## config.mk

```make
export PLATFORM = sky130hd
export DESIGN_NAME = upc_common_test_regs
export DESIGN_NICKNAME = d
export VERILOG_FILES = /design/src/hdl/upc_common_test_regs.v
export VERILOG_INCLUDE_DIRS = /design/src /design/src/hdl
export SDC_FILE = /design/constraint.sdc
export NUM_CORES = 1
export LEC_CHECK = 0
export BUFFER_PORTS_ARGS = -buffer_cell sky130_fd_sc_hd__buf_2
export CAP_MARGIN = 30
export CORE_AREA = 2 2 190 99
export DETAILED_ROUTE_END_ITERATION = 12
export DIE_AREA = 0 0 192 101
export PLACE_DENSITY = 0.52
export SYNTH_ARGS = -nofsm -noshare
export SYNTH_HDL_FRONTEND = slang
export SYNTH_HIERARCHICAL = 1
export SYNTH_SLANG_ARGS = --single-unit
```

## constraint.sdc

```tcl
create_clock -name clock -period 8.5 [get_ports clock]
set_input_delay 0.85 -clock clock [delete_from_list [all_inputs] [get_ports clock]]
set_output_delay 0.85 -clock clock [all_outputs]
set_load 0.01 [all_outputs]
```

## src/hdl/upc_defs.vh

```
`ifndef UPC_DEFS_VH
`define UPC_DEFS_VH
`define UPC_PHY_BASE          12'h200
`define UPC_OFF_COMMON_TEST   12'h000
`define UPC_OFF_FE_TEST       12'h0C4
`define UPC_OFF_FE_UPSTREAM   12'h0C8
`define UPC_WINDOW_LAST       12'h13C
`define UPC_BIT_CLOCK_OFF     31
`define UPC_BIT_SIG_SELECT    24
`define UPC_BIT_XTAL_GAIN     23
`define UPC_BIT_REF_SELECT    19
`define UPC_BIT_CORE_READY    18
`define UPC_BIT_FAST_START    17
`define UPC_BIT_PLL_ENABLE    16
`define UPC_BIT_COMMON_SUSP_N 15
`define UPC_BIT_XTAL_SUSP_N   14
`define UPC_BIT_PLL_CLK_OK    12
`define UPC_BIT_SS_PLL_ENABLE 11
`define UPC_BIT_SS_CLK_OK     10
`define UPC_BIT_TIMER_OFF     9
`define UPC_BIT_GATE_BYPASS   0
`define UPC_WRITE_MASK        32'h818BCA01
`define UPC_SYNC_STAGES       3
`define UPC_RESET_VALUE       32'h00010000
`endif

```

## src/hdl/upc_common_test_regs.v

```verilog
// The APB register port is this design's own decision.
`timescale 1ns/1ns
`include "upc_defs.vh"
module upc_common_test_regs
(
  input  wire        clock,
  input  wire        reset,
  input  wire        psel,
  input  wire        penable,
  input  wire        pwrite,
  input  wire [11:0] paddr,
  input  wire [31:0] pwdata,
  input  wire [3:0]  pstrb,
  output reg  [31:0] prdata,
  output reg         pready,
  output reg         pslverr,
  input  wire        eepromPresent,
  input  wire        eepromFastStartHs,
  input  wire        eepromFastStartFs,
  input  wire        highSpeedMode,
  input  wire        otpConfigured,
  input  wire        otpFastStart,
  input  wire        usbReset,
  input  wire        liteReset,
  input  wire        coreSupplyReady,
  input  wire        ioSupplyReady,
  input  wire        pllClockUsable,
  input  wire        ssClockUsable,
  input  wire [31:0] frontendTestIn,
  input  wire [31:0] frontendUpstreamIn,
  output reg         commonClockGateOff,
  output reg         commonTestSignalSelect,
  output reg         crystalGainSelect,
  output reg         pllReferenceSelect,
  output reg         pllFastStartEnable,
  output reg         usb2PllEnable,
  output reg         commonSuspend_n,
  output reg         crystalSuspend_n,
  output reg         superspeedTxPllEnable,
  output reg         frontendReadyTimerOff,
  output reg         globalGatingBypass,
  output reg         frontendTestWrite,
  output reg         frontendUpstreamWrite,
  output reg  [31:0] frontendWriteData
);
  reg  [31:0] ctl_q;
  reg  [31:0] ctl_d;
  reg         imageFast_q;
  reg         loaded_q;
  // one-hot answer states
  localparam [1:0] ST_IDLE   = 2'h1;
  localparam [1:0] ST_ANSWER = 2'h2;
  reg  [31:0] readWord;
  reg  [1:0]  state_q;
  reg  [1:0]  state_d;
  wire        coreOk;
  wire        ioOk;
  wire        pllOk;
  wire        ssOk;
  wire        usbRise;
  wire        liteRise;
  wire [31:0] storeMask;
  wire        imageFast;
  wire        fastReload;
  wire        access;
  wire        writeTaken;
  wire        hitCommon;
  wire        hitFeTest;
  wire        hitFeUp;
  wire        inWindow;
  wire [11:0] offset;
  wire [31:0] byteMask;
  wire [31:0] statusBits;

  // image source priority: eeprom, then otp, then zero
  assign imageFast = eepromPresent ? (highSpeedMode ? eepromFastStartHs : eepromFastStartFs)
                   : (otpConfigured ? otpFastStart : 1'b0);
  // rising edge of either reset request reloads the image
  assign fastReload = usbRise | liteRise;

  assign offset    = paddr - `UPC_PHY_BASE;
  assign inWindow  = (paddr >= `UPC_PHY_BASE) && (offset <= `UPC_WINDOW_LAST);
  assign hitCommon = inWindow && (offset == `UPC_OFF_COMMON_TEST);
  assign hitFeTest = inWindow && (offset == `UPC_OFF_FE_TEST);
  assign hitFeUp   = inWindow && (offset == `UPC_OFF_FE_UPSTREAM);
  assign access     = psel & penable & (state_q == ST_IDLE);
  assign writeTaken = access & pwrite;
  assign byteMask = {{8{pstrb[3]}}, {8{pstrb[2]}}, {8{pstrb[1]}}, {8{pstrb[0]}}};
  assign storeMask = byteMask & `UPC_WRITE_MASK;

  // core ready forced low unless io supply is up
  assign statusBits = ({31'h0, coreOk & ioOk} << `UPC_BIT_CORE_READY)
                    | ({31'h0, pllOk} << `UPC_BIT_PLL_CLK_OK)
                    | ({31'h0, ssOk} << `UPC_BIT_SS_CLK_OK);

  always @*
  begin
    ctl_d = ctl_q;
    if (!loaded_q)
    begin
      // first clock after reset: image lands in the fast-start bit
      ctl_d[`UPC_BIT_FAST_START] = imageFast;
    end
    else
    begin
      if (writeTaken && hitCommon)
      begin
        // reserved and read-only bits never stored
        ctl_d = (ctl_q & ~storeMask) | (pwdata & storeMask);
      end
      if (fastReload)
      begin
        // reload wins over a same-cycle write of the bit
        ctl_d[`UPC_BIT_FAST_START] = imageFast_q;
      end
    end
  end

  // three-stage sync; second and third must agree before a change counts
  upc_sync3 u_coreSync
  (
    .clock     (clock),
    .reset     (reset),
    .pinIn     (coreSupplyReady),
    .syncLevel (coreOk),
    .syncRise  ()
  );

  upc_sync3 u_ioSync
  (
    .clock     (clock),
    .reset     (reset),
    .pinIn     (ioSupplyReady),
    .syncLevel (ioOk),
    .syncRise  ()
  );

  upc_sync3 u_pllSync
  (
    .clock     (clock),
    .reset     (reset),
    .pinIn     (pllClockUsable),
    .syncLevel (pllOk),
    .syncRise  ()
  );

  upc_sync3 u_ssSync
  (
    .clock     (clock),
    .reset     (reset),
    .pinIn     (ssClockUsable),
    .syncLevel (ssOk),
    .syncRise  ()
  );

  upc_sync3 u_usbRstSync
  (
    .clock     (clock),
    .reset     (reset),
    .pinIn     (usbReset),
    .syncLevel (),
    .syncRise  (usbRise)
  );

  upc_sync3 u_liteRstSync
  (
    .clock     (clock),
    .reset     (reset),
    .pinIn     (liteReset),
    .syncLevel (),
    .syncRise  (liteRise)
  );

  // image caught on the first clock after reset release, not in reset itself
  always @(posedge clock or posedge reset)
  begin
    if (reset)
    begin
      imageFast_q <= 1'b0;
      loaded_q    <= 1'b0;
    end
    else if (!loaded_q)
    begin
      imageFast_q <= imageFast;
      loaded_q    <= 1'b1;
    end
  end

  // control word; out of reset only the PLL enable is set
  always @(posedge clock or posedge reset)
  begin
    if (reset)
    begin
      ctl_q <= `UPC_RESET_VALUE;
    end
    else
    begin
      ctl_q <= ctl_d;
    end
  end

  // answer sequencer: exactly one wait state, then a one-cycle ready
  always @*
  begin
    state_d = state_q;
    case (state_q)
      ST_IDLE:
      begin
        if (psel && penable)
        begin
          state_d = ST_ANSWER;
        end
      end
      ST_ANSWER:
      begin
        state_d = ST_IDLE;
      end
      default:
      begin
        // stray code recovers to idle rather than locking the bus
        state_d = ST_IDLE;
      end
    endcase
  end

  always @(posedge clock or posedge reset)
  begin
    if (reset)
    begin
      state_q <= ST_IDLE;
    end
    else
    begin
      state_q <= state_d;
    end
  end

  // read word by decoded register; anything else reads zero
  always @*
  begin
    readWord = 32'h00000000;
    case (1'b1)
      hitCommon:
      begin
        readWord = (ctl_q & `UPC_WRITE_MASK) | statusBits;
      end
      hitFeTest:
      begin
        readWord = frontendTestIn;
      end
      hitFeUp:
      begin
        readWord = frontendUpstreamIn;
      end
      default:
      begin
        readWord = 32'h00000000;
      end
    endcase
  end

  // one wait state: ready in the second access cycle
  always @(posedge clock or posedge reset)
  begin
    if (reset)
    begin
      pready                <= 1'b0;
      pslverr               <= 1'b0;
      prdata                <= 32'h0;
      frontendTestWrite     <= 1'b0;
      frontendUpstreamWrite <= 1'b0;
      frontendWriteData     <= 32'h0;
    end
    else
    begin
      pready                <= access;
      pslverr               <= 1'b0;
      frontendTestWrite     <= writeTaken & hitFeTest;
      frontendUpstreamWrite <= writeTaken & hitFeUp;
      frontendWriteData     <= pwdata;
      prdata                <= 32'h0;
      if (access)
      begin
        // reserved gaps and outside window: error, write dropped
        pslverr <= ~(hitCommon | hitFeTest | hitFeUp);
        if (!pwrite)
        begin
          prdata <= readWord;
        end
      end
    end
  end

  // field outputs, registered from the control word
  always @(posedge clock or posedge reset)
  begin
    if (reset)
    begin
      commonClockGateOff     <= 1'b0;
      commonTestSignalSelect <= 1'b0;
      crystalGainSelect      <= 1'b0;
      pllReferenceSelect     <= 1'b0;
      pllFastStartEnable     <= 1'b0;
      usb2PllEnable          <= 1'b1;
      commonSuspend_n        <= 1'b0;
      crystalSuspend_n       <= 1'b0;
      superspeedTxPllEnable  <= 1'b0;
      frontendReadyTimerOff  <= 1'b0;
      globalGatingBypass     <= 1'b0;
    end
    else
    begin
      commonClockGateOff     <= ctl_q[`UPC_BIT_CLOCK_OFF];
      commonTestSignalSelect <= ctl_q[`UPC_BIT_SIG_SELECT];
      crystalGainSelect      <= ctl_q[`UPC_BIT_XTAL_GAIN];
      // 24 MHz setting is passed through but not a valid operating mode
      pllReferenceSelect     <= ctl_q[`UPC_BIT_REF_SELECT];
      pllFastStartEnable     <= ctl_q[`UPC_BIT_FAST_START];
      usb2PllEnable          <= ctl_q[`UPC_BIT_PLL_ENABLE];
      // active low: zero overrides every per-port suspend
      commonSuspend_n        <= ctl_q[`UPC_BIT_COMMON_SUSP_N];
      crystalSuspend_n       <= ctl_q[`UPC_BIT_XTAL_SUSP_N];
      superspeedTxPllEnable  <= ctl_q[`UPC_BIT_SS_PLL_ENABLE];
      frontendReadyTimerOff  <= ctl_q[`UPC_BIT_TIMER_OFF];
      globalGatingBypass     <= ctl_q[`UPC_BIT_GATE_BYPASS];
    end
  end
endmodule // upc_common_test_regs

// three flops per pin; a change counts only when stages two and three agree
module upc_sync3
#(
  parameter STAGES = `UPC_SYNC_STAGES
)
(
  input  wire clock,
  input  wire reset,
  input  wire pinIn,
  output wire syncLevel,
  output wire syncRise
);
  reg [STAGES-1:0] chain_q;
  reg              level_q;
  reg              rise_q;

  assign syncLevel = level_q;
  assign syncRise  = rise_q;

  always @(posedge clock or posedge reset)
  begin
    if (reset)
    begin
      chain_q <= {STAGES{1'b0}};
      level_q <= 1'b0;
      rise_q  <= 1'b0;
    end
    else
    begin
      chain_q <= {chain_q[STAGES-2:0], pinIn};
      rise_q  <= 1'b0;
      if (chain_q[STAGES-1] == chain_q[STAGES-2])
      begin
        // a lone disagreeing sample is treated as settling noise
        level_q <= chain_q[STAGES-1];
        rise_q  <= chain_q[STAGES-1] & ~level_q;
      end
    end
  end
endmodule // upc_sync3

```

==> metrics.md, run 1 <==
| Metric | Value |
|---|---|
| Outcome | finished, final reports clean |
| Insertion delay of the later-clocked pin in the worst-skew pair | 0.41 ns |
| Post-route ant nets | 0 |
| Final critical-path setup slack | 6.04 ns |
| Total of endpoints with negative setup slack in the final report | 0 |
| Port bufs | 207 |
| CTS resizes | 0 |
| Chip width | 192 µm |
| Wire per inst | 16.3 µm |
| Final hold violation count | 0 |
| Iteration-0 DRC Markers | 112 |
| Fin crit share | 0.290 |
| Area overhead of the layout relative to synthesis | 45.9% |
| Number of global-route vias before repair | 3352 |
| Worst R2R Start | state_q[0]$_DFFE_PP1P_ |
| Final standard cell area without fillers | 6120 µm² |
| Crit-path max FO | 43 |
| Leakage | 3.08 nW |
| Final-report max-slew violation count | 0 |
| Start point of the worst hold path | u_liteRstSync/chain_q[0]$_DFF_PP0_ |
| Share of layout cells above drive strength 1 | 0.521 |
| Final HPWL DP | 9270 µm |
| Global-route wire length before repair | 18300 µm |
| Max IR drop VDD | 0.120 mV |
| Worst min-delay path class | reg -> reg |
| Relative slew slack | 0.381 |
| Starting density of the core | 0.235 |
| Global route total overflow | 0 |
| Length of the first detailed-routing pass in iterations | 4 |
| Number of instances in the synthesized netlist | 300 |
| Total of hold buffers inserted after clock tree synthesis | 0 |
| Type of the worst setup path | in -> reg |
| Final TNS setup | 0 ns |
| CP arrival | 2.78 ns |
| Area after DPL | 5460 µm² |
| Die outline area | 19400 µm² |
| Setup crit start kind | primary input |
| Netlist area before placement | 4190 µm² |
| Clock transition at the registers of the reported paths | 0.06 ns |
| Post-route minimum period | 2.46 ns |
| Post-synthesis net count | 430 |
| Number of vias per cell | 4.20 |
| Timing startpoint of the critical path | paddr[9] |
| Final-stage net count | 641 |
| Syn Area/Cell | 14.0 µm² |
| Overall fraction of global-route tracks in use | 0.133 |
| Worst path required time | 8.82 ns |
| Pin count of the biggest net entering global routing | 51 |
| # Max-Cap Violations | 0 |
| Clk_skew | 0.00849 ns |
| Clock buffers created by TritonCTS | 17 |
| Total via count after detailed routing | 3212 |
| Setup repair after global routing missed its margin | no |
| Least-Margin Pin Slew | 0.927 ns |
| Cell Pwr Density | 241 nW/µm² |
| TritonCTS clock tree | done |
| Total number of clock tree sinks | 120 |
| H-tree depth | 4 |
| Chip height | 101 µm |
| Total power consumption of the routed design | 1.48 mW |
| Ports placed on the boundary | 208 |
| Kind of end point of the critical path | flop |
| Initial antenna violation count | 1 |
| Worst-case clock buffer depth | 2 |
| Number of warnings printed during yosys synthesis | 6 |
| Buffer count from post-CTS setup fixing | 0 |
| Clock tree root buffer cell | sky130_fd_sc_hd__clkbuf_16 |
| Wire length after detailed routing | 12400 µm |
| Pre-CTS worst setup slack | 5.61 ns |
| Max Clk Rate | 0.406 GHz |
| Placer's final routability congestion estimate | 0.802 |
| Placeable core region | 17900 µm² |
| Placement row count | 35 |
| Drt drc | 0 |
## per-layer routing
layer  vias to the layer above  wire (µm)  track usage
met5                         -          0            0
met4                         0        214       0.0599
met3                        17       1110       0.0543
met2                       150       5480        0.198
met1                      1569       5640        0.171
li1                       1476          -            -
## power breakdown
part,switching [mW],internal [mW]
Clock,0.260,0.538
Combinational,0.0423,0.0360
Sequential,0.00804,0.591
Total,0.311,1.16
## final timing paths
kind                       slack [ns]                                 end  depth (start not counted)
min in group asynchronous        0.42      u_ioSync/syncLevel$_DFFE_PP0N_                          2
max in group asynchronous        6.84      frontendWriteData[7]$_DFF_PP0_                          3
min reg2reg                      0.35  u_liteRstSync/chain_q[1]$_DFF_PP0_                          0
min                              0.35  u_liteRstSync/chain_q[1]$_DFF_PP0_                          0
max                              6.04                prdata[23]$_DFF_PP0_                          8
max reg2reg                      6.59                                flop                          5
## registers in the layout (all words and copies together) (netlist names), 2 cells and up, named ones only
name and cells:
frontendWriteData 32, prdata 32, state_q 2, u_coreSync/chain_q 3
u_ioSync/chain_q 3, u_liteRstSync/chain_q 3, u_pllSync/chain_q 3, u_ssSync/chain_q 3
u_usbRstSync/chain_q 3
## final cells by class
cell class / count / area (µm²)
Fill cell: 1781 / 11700
Sequential cell: 120 / 3010
Multi-Input combinational cell: 151 / 1050
Timing Repair Buffer: 209 / 1050
Clock buffer: 22 / 464
Tap cell: 240 / 300
Clock inverter: 10 / 191
Inverter: 12 / 47.5
Antenna cell: 1 / 2.50
## cell usage in the layout (no fill, tap or decap), types with 2 or more instances in the layout
| cell | count |
|---|---|
| sky130_fd_sc_hd__and3b_2 | 4 |
| sky130_fd_sc_hd__o2bb2ai_1 | 7 |
| sky130_fd_sc_hd__clkbuf_8 | 2 |
| sky130_fd_sc_hd__clkinvlp_4 | 2 |
| sky130_fd_sc_hd__nor2_1 | 5 |
| sky130_fd_sc_hd__clkbuf_16 | 17 |
| sky130_fd_sc_hd__maj3_2 | 6 |
| sky130_fd_sc_hd__dfstp_2 | 3 |
| sky130_fd_sc_hd__nand2_1 | 16 |
| sky130_fd_sc_hd__a21oi_1 | 27 |
| sky130_fd_sc_hd__buf_2 | 207 |
| sky130_fd_sc_hd__buf_4 | 2 |
| sky130_fd_sc_hd__clkinv_4 | 2 |
| sky130_fd_sc_hd__and3_1 | 2 |
| sky130_fd_sc_hd__clkbuf_1 | 3 |
| sky130_fd_sc_hd__inv_1 | 11 |
| sky130_fd_sc_hd__bufinv_16 | 5 |
| sky130_fd_sc_hd__mux2_2 | 11 |
| sky130_fd_sc_hd__dfrtp_1 | 117 |
| sky130_fd_sc_hd__nand3_1 | 37 |
| sky130_fd_sc_hd__nor3_4 | 2 |
| sky130_fd_sc_hd__a22oi_1 | 13 |
## critical path, stage by stage
cell	delay (ns)
sky130_fd_sc_hd__buf_2	0.09
sky130_fd_sc_hd__inv_1	0.04
sky130_fd_sc_hd__ha_1	0.19
sky130_fd_sc_hd__xnor2_1	0.19
sky130_fd_sc_hd__and4b_1	0.22
sky130_fd_sc_hd__buf_4	0.38
sky130_fd_sc_hd__nand2_1	0.50
sky130_fd_sc_hd__o2bb2ai_1	0.28
## stage by stage
step / util / instances / hold WS, ns
finish: 0.342 / 765 / 0.345
global route: 0.342 / 764 / 0.351
CTS: 0.342 / 764 / 0.347
floorplan: - / 300 / 0.331
detailed placement: 0.306 / 732 / 0.336
global placement: 0.306 / 732 / 0.333
Power figures use the tool's default switching activity.
==> run 2, diff against run 1 <==
--- a/config.mk
+++ b/config.mk
@@ -6,12 +6,13 @@
 export SDC_FILE = /design/constraint.sdc
 export NUM_CORES = 1
 export LEC_CHECK = 0
+export ABC_AREA = 1
 export BUFFER_PORTS_ARGS = -buffer_cell sky130_fd_sc_hd__buf_2
 export CAP_MARGIN = 30
-export CORE_AREA = 2 2 190 99
+export CORE_AREA = 2 2 196 102
 export DETAILED_ROUTE_END_ITERATION = 12
-export DIE_AREA = 0 0 192 101
-export PLACE_DENSITY = 0.52
+export DIE_AREA = 0 0 198 104
+export PLACE_DENSITY = 0.51
 export SYNTH_ARGS = -nofsm -noshare
 export SYNTH_HDL_FRONTEND = slang
 export SYNTH_HIERARCHICAL = 1
==> constraint.sdc (replaced) <==
create_clock -name clock -period 2.3 [get_ports clock]
set_input_delay 0.23 -clock clock [delete_from_list [all_inputs] [get_ports clock]]
set_output_delay 0.23 -clock clock [all_outputs]
set_load 0.01 [all_outputs]
==> metrics.md, run 2 <==
| Metric | Value |
|---|---|
| Outcome | finished, final reports clean (unchanged) |
| Buffer count from post-CTS setup fixing | 0 (unchanged) |
| Global-route wire length before repair | 21600 µm (was 18300 µm) |
| Type of the worst setup path | reg -> reg (was in -> reg) |
| Share of layout cells above drive strength 1 | 0.391 (was 0.521) |
| Total number of clock tree sinks | 120 (unchanged) |
| Number of vias per cell | 4.07 (was 4.20) |
| H-tree depth | 4 (unchanged) |
| Least-Margin Pin Slew | 0.573 ns (was 0.927 ns) |
| Total of endpoints with negative setup slack in the final report | 0 (unchanged) |
| Wire length after detailed routing | 13800 µm (was 12400 µm) |
| Met1 capacity usage during global routing | 0.194 (was 0.171) |
| Wire per inst | 14.3 µm (was 16.3 µm) |
| Timing startpoint of the critical path | state_q[0]$_DFFE_PP1P_ (was paddr[9]) |
| CP arrival | 1.96 ns (was 2.78 ns) |
| Post-synthesis net count | 564 (was 430) |
| Commonest non-fill, non-tap cell in the layout | sky130_fd_sc_hd__buf_2 (unchanged) |
| Placement row count | 36 (was 35) |
| Worst R2R Start | state_q[0]$_DFFE_PP1P_ (unchanged) |
| Ports placed on the boundary | 208 (unchanged) |
| Number of warnings printed during yosys synthesis | 6 (unchanged) |
| CTS resizes | 0 (unchanged) |
| Cell Pwr Density | 758 nW/µm² (was 241 nW/µm²) |
| Met2 demand-to-capacity share in global routing | 0.203 (was 0.198) |
| Final-stage net count | 821 (was 641) |
| Starting density of the core | 0.238 (was 0.235) |
| Final TNS setup | 0 ns (unchanged) |
| Die outline area | 20600 µm² (was 19400 µm²) |
| Clock tree root buffer cell | sky130_fd_sc_hd__clkbuf_16 (unchanged) |
| TritonCTS clock tree | done (unchanged) |
| Initial antenna violation count | 0 (was 1) |
| Total via count after detailed routing | 3950 (was 3212) |
| Pre-CTS worst setup slack | 0.426 ns (was 5.61 ns) |
| Setup crit start kind | flop (was primary input) |
| Routing usage on met3 | 0.0519 (was 0.0543) |
| Chip height | 104 µm (was 101 µm) |
| Netlist area before placement | 4520 µm² (was 4190 µm²) |
| Pin count of the biggest net entering global routing | 87 (was 51) |
| Area overhead of the layout relative to synthesis | 52.4% (was 45.9%) |
| Post-route ant nets | 0 (unchanged) |
| Number of instances in the synthesized netlist | 434 (was 300) |
| Max IR drop VDD | 0.460 mV (was 0.120 mV) |
| Number of global-route vias before repair | 3994 (was 3352) |
| Most frequent cells in the layout | 207 x sky130_fd_sc_hd__buf_2, 117 x sky130_fd_sc_hd__dfrtp_1, 74 x sky130_fd_sc_hd__nand2_1, 67 x sky130_fd_sc_hd__nand3_1, 58 x sky130_fd_sc_hd__inv_1 (was 207 x sky130_fd_sc_hd__buf_2, 117 x sky130_fd_sc_hd__dfrtp_1, 37 x sky130_fd_sc_hd__nand3_1, 27 x sky130_fd_sc_hd__a21oi_1, 17 x sky130_fd_sc_hd__clkbuf_16) |
| Global route total overflow | 0 (unchanged) |
| Syn Area/Cell | 10.4 µm² (was 14.0 µm²) |
| Clock buffers created by TritonCTS | 17 (unchanged) |
| Worst-case clock buffer depth | 2 (unchanged) |
| Worst min-delay path class | in -> reg (was reg -> reg) |
| Final critical-path setup slack | 0.633 ns (was 6.04 ns) |
| Setup repair after global routing missed its margin | no (unchanged) |
| Fin crit share | 0.725 |
| Insertion delay of the later-clocked pin in the worst-skew pair | 0.41 ns (about the same) |
| Length of the first detailed-routing pass in iterations | 5 (was 4) |
| Drt drc | 0 (unchanged) |
| Total power consumption of the routed design | 5.22 mW (was 1.48 mW) |
| Kind of end point of the critical path | flop (unchanged) |
| Post-route minimum period | 1.67 ns |
| # Max-Cap Violations | 0 (unchanged) |
| Final-report max-slew violation count | 0 (unchanged) |
| Crit-path max FO | 5 (was 43) |
| Iteration-0 DRC Markers | 151 (was 112) |
| Final cell utilization of the core | 0.363 (was 0.342) |
| Max Clk Rate | 0.600 GHz |
| Worst path required time | 2.60 ns (was 8.82 ns) |
| Clock transition at the registers of the reported paths | 0.06 ns (about the same) |
| Leakage | 3.72 nW (was 3.08 nW) |
| Clk_skew | 0.00877 ns (was 0.00849 ns) |
| Final HPWL DP | 9890 µm (was 9270 µm) |
| Start point of the worst hold path | frontendTestIn[30] (was u_liteRstSync/chain_q[0]$_DFF_PP0_) |
| Regs by FF count | frontendWriteData (32), prdata (32) (unchanged) |
| Overall fraction of global-route tracks in use | 0.139 (was 0.133) |
| Final hold violation count | 0 (unchanged) |
| Gr busiest metal | met2 (unchanged) |
| Inserted Diodes | 0 (was 1) |
| Placeable core region | 19000 µm² (was 17900 µm²) |
| Port bufs | 207 (unchanged) |
| Placer's final routability congestion estimate | 0.767 (was 0.802) |
| Chip width | 198 µm (was 192 µm) |
| Relative slew slack | 0.618 (was 0.381) |
## run 2: worst max-delay path, stage by stage (launching register included)
cell                      delay (ns)
sky130_fd_sc_hd__dfstp_2        0.52
sky130_fd_sc_hd__nand4_2        0.16
sky130_fd_sc_hd__nor2_1         0.43
sky130_fd_sc_hd__nand4_1        0.26
sky130_fd_sc_hd__nand2_1        0.13
sky130_fd_sc_hd__nand2_1        0.05
## run 2: where the power goes
group          internal (mW)  switching (mW)
Combinational          0.178           0.199
Sequential              2.18          0.0318
Clock                   1.53            1.10
Total                   3.89            1.33
## run 2: cell type report
type                            instances  area (µm²)
Fill cell                            1920       12100
Sequential cell                       120        3010
Timing Repair Buffer                  256        1540
Multi-Input combinational cell        237        1200
Clock buffer                           17         425
Tap cell                              266         333
Inverter                               59         225
Clock inverter                         15         158
## run 2: per-layer routing
metal	share of wire	up-vias
met5	0	-
met4	0.0072	0
met3	0.081	15
met2	0.42	152
met1	0.50	1859
li1	-	1924
## run 2: per-stage QoR
stage,hold WS [ns],std cells,area (µm²)
4_1_cts,0.0322,970,6890
2_1_floorplan,-0.00392,434,4520
3_5_place_dp,0.235,899,5910
3_3_place_gp,0.224,899,5910
6_report,0.0562,970,6890
5_1_grt,0.0338,970,6890
## run 2: path summary, 6_finish.rpt
check                      cells past startpoint  slack, ns                                 to
min reg2reg                                    0       0.35  u_usbRstSync/chain_q[1]$_DFF_PP0_
min in group asynchronous                      3       0.34    u_coreSync/chain_q[2]$_DFF_PP0_
max reg2reg                                    5       0.63                               flop
max                                            5       0.63                               flop
min                                            3       0.06               prdata[30]$_DFF_PP0_
max in group asynchronous                      4       1.15             state_q[0]$_DFFE_PP1P_
## run 2: what timing repair did
action,4_1_cts,5_1_grt
endpoints found under the hold margin,72,0
endpoints found under the setup margin,0,0
hold buffers,39,0
